==> src/pkg/mfs_map.vh <==
// Register map, field positions, reset values and timing counts for the fan setup register bank
`ifndef MFS_MAP_VH
`define MFS_MAP_VH
// ----------------------------------------
// Register offsets (register index; byte address is four times this)
// ----------------------------------------
`define MFS_IDX_TACH_MODE 8'hBD
`define MFS_IDX_IN_THRESH 8'hBE
`define MFS_IDX_RAMP 8'hBF
`define MFS_IDX_BOOST_12 8'hC0
`define MFS_IDX_BOOST_34 8'hC1
`define MFS_IDX_FILTER 8'hC2
`define MFS_IDX_FLOOR_12 8'hC3
`define MFS_IDX_FLOOR_34 8'hC4
`define MFS_IDX_ODRAIN 8'hC5
// ----------------------------------------
// Reset values and writable masks
// ----------------------------------------
`define MFS_RST_ZERO 8'h00
`define MFS_RST_BOOST 8'h44
`define MFS_RST_FLOOR 8'h00
`define MFS_MASK_TACH_MODE 8'h3F
`define MFS_MASK_IN_THRESH 8'hF3
// ----------------------------------------
// Field positions
// ----------------------------------------
`define MFS_BIT_HALF_A 4
`define MFS_BIT_HALF_B 5
`define MFS_BIT_FUSE_ONE 3
`define MFS_BIT_FUSE_TWO 7
// ----------------------------------------
// Timing
// ----------------------------------------
`define MFS_CLK_HZ 200000000
`define MFS_STEP_MS 50
`define MFS_STEP_CYCLES ((`MFS_CLK_HZ / 1000) * `MFS_STEP_MS)
`define MFS_SMOOTH_BASE_MS 400
`endif

==> src/design/mfs_ramp_timer.v <==
// Ramp step timer: one-cycle step pulse every code times the step period; step held high while code is zero
`timescale 1ns/1ps
module mfs_ramp_timer #(
   parameter STEP_CYCLES = 10000000,
   parameter CW = 24
)
(
   input wire clock_i,
   input wire reset_n_i,
   input wire active_i,
   input wire [3:0] code_i,
   output reg step_o
);
   reg [CW-1:0] tick_reg;
   reg [3:0] units_reg;
   wire tick_end;
   assign tick_end = (tick_reg == STEP_CYCLES[CW-1:0] - {{(CW-1){1'b0}}, 1'b1});
   // ----------------------------------------
   // Counter
   // ----------------------------------------
   always @(posedge clock_i)
   begin
      if (!reset_n_i || !active_i)
      begin
         tick_reg <= {CW{1'b0}};
         units_reg <= 4'h0;
         step_o <= 1'b0;
      end
      else if (code_i == 4'h0)
      begin
         step_o <= 1'b1;
      end
      else
      begin
         step_o <= 1'b0;
         if (tick_end)
         begin
            tick_reg <= {CW{1'b0}};
            if (units_reg + 4'h1 >= code_i)
            begin
               units_reg <= 4'h0;
               step_o <= 1'b1;
            end
            else
            begin
               units_reg <= units_reg + 4'h1;
            end
         end
         else
         begin
            tick_reg <= tick_reg + {{(CW-1){1'b0}}, 1'b1};
         end
      end
   end
endmodule

==> src/design/mfs_setup_regs.v <==
// Fan-control setup register bank with ramp, boost, filter and open-drain logic
`timescale 1ns/1ps
`include "mfs_map.vh"
module mfs_setup_regs #(
   parameter STEP_CYCLES = `MFS_STEP_CYCLES,
   parameter SMOOTH_UNIT_CYCLES = 8000
)
(
   input wire clock_i,
   input wire reset_n_i,
   input wire [9:0] avs_address_i,
   input wire avs_read_i,
   input wire avs_write_i,
   input wire [31:0] avs_writedata_i,
   input wire [3:0] avs_byteenable_i,
   output reg [31:0] avs_readdata_o,
   output reg avs_waitrequest_o,
   input wire regulator_overheat_input_i,
   input wire cpu_overheat_signal_i,
   input wire [31:0] zone_temp_i,
   input wire [31:0] boost_temp_i,
   output reg [3:0] smart_tach_enable_o,
   output reg [1:0] half_degree_o,
   output reg [5:0] low_threshold_o,
   output reg [7:0] regulator_ramp_duty_o,
   output reg [7:0] cpu_hot_ramp_duty_o,
   output reg [3:0] boost_active_o,
   output reg [15:0] raw_temp_o,
   output reg [15:0] filtered_temp_o,
   output reg [15:0] used_temp_o,
   output reg [3:0] floor_duty_code_a_o,
   output reg [3:0] floor_duty_code_b_o,
   output reg [3:0] auto_fan_hyst_a_o,
   output reg [3:0] auto_fan_hyst_b_o,
   output reg [2:0] open_drain_out_o,
   output reg [2:0] open_drain_oe_n_o
);
   // ----------------------------------------
   // Registers
   // ----------------------------------------
   reg [7:0] tach_mode_reg;
   reg [7:0] in_thresh_reg;
   reg [7:0] ramp_reg;
   reg [7:0] boost12_reg;
   reg [7:0] boost34_reg;
   reg [7:0] filter_reg;
   reg [7:0] floor12_reg;
   reg [7:0] floor34_reg;
   reg [7:0] odrain_reg;
   reg ack_reg;
   reg [7:0] rd_next;
   wire [7:0] idx;
   wire wr_go;
   wire rd_go;
   wire [7:0] wdat;
   assign idx = avs_address_i[9:2];
   assign wr_go = avs_write_i && ack_reg && avs_byteenable_i[0];
   assign rd_go = avs_read_i && !ack_reg;
   assign wdat = avs_writedata_i[7:0];
   // ----------------------------------------
   // Bus slave: one wait cycle, then acknowledge
   // ----------------------------------------
   always @*
   begin
      case (idx)
         `MFS_IDX_TACH_MODE: rd_next = tach_mode_reg;
         `MFS_IDX_IN_THRESH: rd_next = in_thresh_reg;
         `MFS_IDX_RAMP: rd_next = ramp_reg;
         `MFS_IDX_BOOST_12: rd_next = boost12_reg;
         `MFS_IDX_BOOST_34: rd_next = boost34_reg;
         `MFS_IDX_FILTER: rd_next = filter_reg;
         `MFS_IDX_FLOOR_12: rd_next = floor12_reg;
         `MFS_IDX_FLOOR_34: rd_next = floor34_reg;
         `MFS_IDX_ODRAIN: rd_next = odrain_reg;
         default: rd_next = 8'h00;
      endcase
   end
   always @(posedge clock_i)
   begin
      if (!reset_n_i)
      begin
         ack_reg <= 1'b0;
         avs_waitrequest_o <= 1'b1;
         avs_readdata_o <= 32'h00000000;
      end
      else
      begin
         ack_reg <= (avs_read_i || avs_write_i) && !ack_reg;
         avs_waitrequest_o <= !((avs_read_i || avs_write_i) && !ack_reg);
         if (rd_go)
         begin
            avs_readdata_o <= {24'h000000, rd_next};
         end
      end
   end
   // Writes land on the acknowledge edge
   always @(posedge clock_i)
   begin
      if (!reset_n_i)
      begin
         tach_mode_reg <= `MFS_RST_ZERO;
         in_thresh_reg <= `MFS_RST_ZERO;
         ramp_reg <= `MFS_RST_ZERO;
         boost12_reg <= `MFS_RST_BOOST;
         boost34_reg <= `MFS_RST_BOOST;
         filter_reg <= `MFS_RST_ZERO;
         floor12_reg <= `MFS_RST_FLOOR;
         floor34_reg <= `MFS_RST_FLOOR;
         odrain_reg <= `MFS_RST_ZERO;
      end
      else if (wr_go)
      begin
         case (idx)
            `MFS_IDX_TACH_MODE: tach_mode_reg <= wdat & `MFS_MASK_TACH_MODE;
            `MFS_IDX_IN_THRESH: in_thresh_reg <= wdat & `MFS_MASK_IN_THRESH;
            `MFS_IDX_RAMP: ramp_reg <= wdat;
            `MFS_IDX_BOOST_12: boost12_reg <= wdat;
            `MFS_IDX_BOOST_34: boost34_reg <= wdat;
            `MFS_IDX_FILTER: filter_reg <= wdat;
            `MFS_IDX_FLOOR_12: floor12_reg <= wdat;
            `MFS_IDX_FLOOR_34: floor34_reg <= wdat;
            `MFS_IDX_ODRAIN: odrain_reg <= wdat;
            default: odrain_reg <= odrain_reg;
         endcase
      end
   end
   // ----------------------------------------
   // Static configuration outputs
   // ----------------------------------------
   always @(posedge clock_i)
   begin
      if (!reset_n_i)
      begin
         smart_tach_enable_o <= 4'h0;
         half_degree_o <= 2'b00;
         low_threshold_o <= 6'h00;
         floor_duty_code_a_o <= 4'h0;
         floor_duty_code_b_o <= 4'h0;
         auto_fan_hyst_a_o <= 4'h0;
         auto_fan_hyst_b_o <= 4'h0;
         open_drain_out_o <= 3'h0;
         open_drain_oe_n_o <= 3'h7;
      end
      else
      begin
         smart_tach_enable_o <= tach_mode_reg[3:0];
         half_degree_o <= {tach_mode_reg[`MFS_BIT_HALF_B], tach_mode_reg[`MFS_BIT_HALF_A]};
         low_threshold_o <= {in_thresh_reg[7:4], in_thresh_reg[1:0]};
         floor_duty_code_a_o <= floor12_reg[7:4];
         floor_duty_code_b_o <= floor34_reg[7:4];
         auto_fan_hyst_a_o <= floor12_reg[3:0];
         auto_fan_hyst_b_o <= floor34_reg[3:0];
         // Open drain: drive low only, enable low while driving
         open_drain_out_o <= 3'h0;
         open_drain_oe_n_o <= ~odrain_reg[2:0];
      end
   end
   // ----------------------------------------
   // Ramps: step up toward full while the overheat input holds (jump straight to full at code zero), down otherwise
   // ----------------------------------------
   wire reg_step;
   wire cpu_step;
   mfs_ramp_timer #(.STEP_CYCLES(STEP_CYCLES), .CW(32)) u_reg_timer (
      .clock_i(clock_i),
      .reset_n_i(reset_n_i),
      .active_i(regulator_overheat_input_i || regulator_ramp_duty_o != 8'h00),
      .code_i(ramp_reg[3:0]),
      .step_o(reg_step)
   );
   mfs_ramp_timer #(.STEP_CYCLES(STEP_CYCLES), .CW(32)) u_cpu_timer (
      .clock_i(clock_i),
      .reset_n_i(reset_n_i),
      .active_i(cpu_overheat_signal_i || cpu_hot_ramp_duty_o != 8'h00),
      .code_i(ramp_reg[7:4]),
      .step_o(cpu_step)
   );
   always @(posedge clock_i)
   begin
      if (!reset_n_i)
      begin
         regulator_ramp_duty_o <= 8'h00;
         cpu_hot_ramp_duty_o <= 8'h00;
      end
      else
      begin
         if (regulator_overheat_input_i && ramp_reg[3:0] == 4'h0)
            regulator_ramp_duty_o <= 8'hFF;
         else if (reg_step && regulator_overheat_input_i && regulator_ramp_duty_o != 8'hFF)
            regulator_ramp_duty_o <= regulator_ramp_duty_o + 8'h01;
         else if (reg_step && !regulator_overheat_input_i && regulator_ramp_duty_o != 8'h00)
            regulator_ramp_duty_o <= regulator_ramp_duty_o - 8'h01;
         if (cpu_overheat_signal_i && ramp_reg[7:4] == 4'h0)
            cpu_hot_ramp_duty_o <= 8'hFF;
         else if (cpu_step && cpu_overheat_signal_i && cpu_hot_ramp_duty_o != 8'hFF)
            cpu_hot_ramp_duty_o <= cpu_hot_ramp_duty_o + 8'h01;
         else if (cpu_step && !cpu_overheat_signal_i && cpu_hot_ramp_duty_o != 8'h00)
            cpu_hot_ramp_duty_o <= cpu_hot_ramp_duty_o - 8'h01;
      end
   end
   // ----------------------------------------
   // Smoothing filters, zones one and two
   // ----------------------------------------
   // Span per code, in smoothing units; a shift filter approximates the averaging span
   function [2:0] span_shift;
      input [2:0] code;
      begin
         span_shift = 3'h7 - code;
      end
   endfunction
   reg [31:0] sm_cnt_reg;
   wire [31:0] filt_acc;
   wire sm_tick;
   assign sm_tick = (sm_cnt_reg == SMOOTH_UNIT_CYCLES - 1);
   always @(posedge clock_i)
   begin
      if (!reset_n_i || sm_tick)
         sm_cnt_reg <= 32'h00000000;
      else
         sm_cnt_reg <= sm_cnt_reg + 32'h00000001;
   end
   genvar z;
   generate
      for (z = 0; z < 2; z = z + 1)
      begin : g_filt
         wire [2:0] code;
         wire [7:0] raw;
         wire [15:0] acc;
         reg [15:0] acc_reg;
         wire [15:0] delta;
         assign code = z ? filter_reg[6:4] : filter_reg[2:0];
         assign raw = zone_temp_i[z*8 +: 8];
         assign acc = acc_reg;
         assign filt_acc[z*16 +: 16] = acc_reg;
         assign delta = ({raw, 8'h00} >= acc) ? (({raw, 8'h00} - acc) >> span_shift(code))
                                              : ((acc - {raw, 8'h00}) >> span_shift(code));
         always @(posedge clock_i)
         begin
            if (!reset_n_i)
               acc_reg <= 16'h0000;
            else if (sm_tick)
               acc_reg <= ({raw, 8'h00} >= acc) ? acc + delta : acc - delta;
         end
      end
   endgenerate
   always @(posedge clock_i)
   begin
      if (!reset_n_i)
      begin
         raw_temp_o <= 16'h0000;
         filtered_temp_o <= 16'h0000;
         used_temp_o <= 16'h0000;
      end
      else
      begin
         raw_temp_o <= zone_temp_i[15:0];
         filtered_temp_o <= {filt_acc[31:24], filt_acc[15:8]};
         used_temp_o[7:0] <= filter_reg[`MFS_BIT_FUSE_ONE] ? filt_acc[15:8] : zone_temp_i[7:0];
         used_temp_o[15:8] <= filter_reg[`MFS_BIT_FUSE_TWO] ? filt_acc[31:24] : zone_temp_i[15:8];
      end
   end
   // ----------------------------------------
   // Fan boost with hysteresis, per zone
   // ----------------------------------------
   wire [15:0] boost_hyst;
   wire [31:0] boost_src;
   wire [3:0] boost_set;
   wire [3:0] boost_clr;
   assign boost_hyst = {boost34_reg, boost12_reg};
   // Zones one and two follow the filter-use selection, three and four stay raw
   assign boost_src = {zone_temp_i[31:16], used_temp_o};
   generate
      for (z = 0; z < 4; z = z + 1)
      begin : g_boost
         wire [7:0] t;
         wire [8:0] release_lvl;
         assign t = boost_src[z*8 +: 8];
         assign release_lvl = {1'b0, boost_temp_i[z*8 +: 8]} - {5'h00, boost_hyst[z*4 +: 4]};
         assign boost_set[z] = (t > boost_temp_i[z*8 +: 8]);
         // A boost level below the hysteresis wraps; such a zone is never released
         assign boost_clr[z] = !release_lvl[8] && ({1'b0, t} < release_lvl);
      end
   endgenerate
   // Set wins over release should both hold in one cycle
   always @(posedge clock_i)
   begin
      if (!reset_n_i)
         boost_active_o <= 4'h0;
      else
         boost_active_o <= boost_set | (boost_active_o & ~boost_clr);
   end
endmodule

==> config.mk <==
export PLATFORM = sky130hd
export DESIGN_NAME = mfs_setup_regs
export DESIGN_NICKNAME = d
export VERILOG_FILES = /design/src/design/mfs_ramp_timer.v /design/src/design/mfs_setup_regs.v
export VERILOG_INCLUDE_DIRS = /design/src /design/src/pkg
export SDC_FILE = /design/constraint.sdc
export NUM_CORES = 1
export LEC_CHECK = 0
export BUFFER_PORTS_ARGS = -buffer_cell sky130_fd_sc_hd__buf_2
export CORE_UTILIZATION = 50
export DETAILED_ROUTE_END_ITERATION = 6
export PLACE_DENSITY = 0.77
export SLEW_MARGIN = 20
export SYNTH_ARGS = -nofsm -noshare
export SYNTH_HDL_FRONTEND = slang
export SYNTH_SLANG_ARGS = --single-unit
export TNS_END_PERCENT = 30
==> constraint.sdc <==
create_clock -name clock_i -period 11.2 [get_ports clock_i]
set_clock_uncertainty 0.1 [all_clocks]
set_input_delay 0.56 -clock clock_i [delete_from_list [all_inputs] [get_ports clock_i]]
set_output_delay 0.56 -clock clock_i [all_outputs]
set_load 0.01 [all_outputs]
==> metrics.cfg <==
[drt]
routed_wl_um=57800
drc=0
wire_per_inst_um=17.4
viasPerCell=5.84
drt_iter0_markers=1337
ant_nets=0
firstDrtPassIters=6
num_vias=19400

[layout]
nNetsFinal=3045
final_cells=3317
syn_to_final_growth_pct=11.4
drive_gt1_share_pct=11.7

[synth]
synth_top_cell_by_area=dfxtp_1
synth_most_common_cell=dfxtp_1
synth_edf_count=0
synthTopCellsByArea=dfxtp_1 29%, ha_1 9.9%, xnor2_1 4.4%, nand2_1 4.2%, mux2i_1 3.9%
synth_common_cells=315 x dfxtp_1, 240 x nand2_1, 211 x nor2_1, 171 x ha_1, 144 x inv_1
synth_area_sq_mm=0.0216
yosysTopAreaCellShare_pct=29.2
ys_async_sr_fraction_pct=0
synthDistinctLibCells=99
synthCells=2628
synth_seq_area_share_pct=29.2
yosysWarnings=0
ys_ff_latch=315
synth.avg_cell_area_sq_um=8.21
synthFlopType=dfxtp_1

[power_and_ir_drop]
fin_total_pwr_uw=2910
p_leak_uw=0.0101
power.density_mw_per_mm2=121
ir_worst_vdd_mv=0.0921

[global_routing]
met2_usage_pct=45.4
antenna_found_initial=2
grt_pass1_wl_um=94200
grtUsageMet1_pct=31.3
grt_use_met3_pct=3.52
grt_max_degree=120
grt_pass1_vias=19000
grt-ovfl-total=0
grt-busiest-layer=met2
track_usage_pct=25.9

[cts]
clk_latency_ns=0.55
root_buffer=clkbuf_16
htreeDepth=2
cts_tree=yes
numCtsBuffers=38
cts_buffer_depth=3
cts.clk_slew.worst_paths_ns=0.07
cts.sinks=315
post_cts_buffers=0
cts_resized=0
ctsHoldBuffers=0

[min_path]
hold_path.class=primary input to flip-flop
hold_start=zone_temp_i[7]
holdPathStages=2
hold_end=raw_temp_o[7]

[run_status]
status=finished, final reports clean

[flow_run]
cap_viol_max_count=0

[timing]
whs_ns=0.127
tightest_slew_ns=1.14
fmax_mhz=130
drv_slew=0
rsz0062_at_grt=false
tns_ns=0
setup_ws_ns=3.51
slew_headroom_pct=23.7
period_share_pct=68.7
hold_violations=0
setup_viol=0
post-route-min-period_ns=7.69

[worst_setup_path]
worstReg2RegEnd=g_filt[0].acc[15]
start_kind=flip-flop
r2r_start=g_filt[0].acc[15]
cp_max_fo=14
criticalPathCategory=flip-flop to flip-flop
r2r_cells=24
r2r_slack_ns=3.51
cp-end-kind=flip-flop
crit_required_ns=11.54
arrival_ns=8.03

[placed_design]
place_congestion=0.950
pre_cts_ws_ns=3.58
dp.cells=3247
dp_hpwl_um=43400
io_buffers=194

[floorplanning]
core_sq_mm=0.0422
ios=251
die_height_um=210
start_util_pct=51.1
die-area_sq_mm=0.0440
std_cell_rows=75
chipWidth_um=210

## worst max-delay path by stage
| stage | start | end | slack, ns | depth (start not counted) |
|---|---|---|---|---|
| floorplan | zone_temp_i[4] | g_filt[0].acc[15] | 4.93 | 29 |
| global placement | zone_temp_i[7] | g_filt[0].acc[15] | 3.64 | 24 |
| detailed placement | zone_temp_i[7] | g_filt[0].acc[15] | 3.58 | 24 |
| CTS | g_filt[0].acc[15] | g_filt[0].acc[15] | 3.74 | 24 |
| global route | g_filt[0].acc[14] | g_filt[0].acc[15] | 3.22 | 24 |
| finish | g_filt[0].acc[15] | g_filt[0].acc[15] | 3.51 | 24 |
## stage by stage
| stage | cell area, sq um | utilization [%] |
|---|---|---|
| final | 24100 | 57.0 |
| after global routing | 24100 | 57.0 |
| after floorplan | 21700 | - |
| after global placement | 22700 | 53.8 |
| after detailed placement | 22700 | 53.8 |
| after CTS | 24000 | 56.9 |
## critical path, stage by stage, from the launching register on
cell	delay, ns
dfxtp_1	0.39
inv_1	0.06
ha_1	0.39
a21oi_1	0.47
o21ai_4	0.18
a211oi_2	0.87
nor2_2	0.34
mux2_2	0.36
mux4_2	0.48
a32o_1	0.31
nor2_4	0.14
nand3_4	0.12
or3b_4	0.42
nand2_1	0.09
xnor2_1	0.10
ha_1	0.39
and4_1	0.22
a21oi_1	0.23
a31oi_1	0.18
a31oi_1	0.22
xor2_1	0.36
mux2i_1	0.26
o41ai_1	0.13
a311oi_1	0.37
mux2_1	0.35
## cells by family (layout without fill, tap and decap cells)
group | Yosys count | in the layout | share of synthesized area (%)
adders and majority gates | 181 | 181 | 10.8
AOI/OAI and AO/OA | 567 | 567 | 17.6
xor gates and xnor gates | 190 | 190 | 7.71
DFF | 315 | 315 | 29.2
buffers and inverters | 298 | 420 | 5.88
and+or+nand+nor | 966 | 966 | 22.8
muxes | 110 | 110 | 5.92
other | 1 | 29 | 0.0174
## final cells by class
cell class                 count  area [sq um]
timing repair buffer         206          1060
clock inverter                12           188
tap                          539           674
sequential                   315          6310
clock buffer                  56          1140
antenna                        2          5.00
fill                        3689         18200
inverter                     146           548
multi-input combinational   2041         14100
## per-layer routing
layer,up-vias,share of wire (%)
met5,-,0
met4,0,4.0
met3,146,5.6
met2,652,48
met1,9176,42
li1,9412,-
## power breakdown
| group | switching, uW | total (uW) | internal (uW) |
|---|---|---|---|
| Combinational | 261 | 442 | 181 |
| Sequential | 18.3 | 1160 | 1140 |
| Clock | 490 | 1310 | 820 |
| Total | 769 | 2910 | 2140 |
## cell usage in the layout (no fill, tap or decap), types with 8 or more instances in the layout
| cell type | Yosys | routed |
|---|---|---|
| dfxtp_1 | 315 | 315 |
| nand2_1 | 240 | 240 |
| nor2_1 | 211 | 211 |
| buf_2 | 12 | 193 |
| ha_1 | 171 | 171 |
| inv_1 | 144 | 144 |
| a21oi_1 | 140 | 140 |
| xnor2_1 | 109 | 109 |
| o21ai_0 | 101 | 101 |
| nor2b_1 | 97 | 97 |
| and2_1 | 88 | 88 |
| nand3_1 | 85 | 85 |
| mux2i_1 | 85 | 85 |
| xor2_1 | 81 | 81 |
| and3_1 | 50 | 50 |
| a21boi_0 | 50 | 50 |
| clkbuf_16 | 0 | 41 |
| a21o_1 | 40 | 40 |
| nor3_1 | 33 | 33 |
| nand4_1 | 31 | 31 |
| a31oi_1 | 29 | 28 |
| nor4_1 | 28 | 27 |
| conb_1 | 1 | 27 |
| or3_1 | 26 | 26 |
| nand2b_1 | 25 | 23 |
| o21a_1 | 18 | 18 |
| a211oi_1 | 18 | 18 |
| o211ai_1 | 17 | 17 |
| o21bai_1 | 16 | 16 |
| mux4_2 | 13 | 13 |
| o31ai_1 | 13 | 13 |
| buf_4 | 28 | 13 |
| o22ai_1 | 11 | 11 |
| or4_1 | 11 | 11 |
| a22oi_1 | 10 | 10 |
| mux2_2 | 10 | 10 |
| fa_1 | 10 | 10 |
| clkbuf_1 | 103 | 9 |
| a311oi_1 | 8 | 8 |
| a22o_1 | 8 | 8 |
Note: power is estimated with default switching activity, not from simulation.
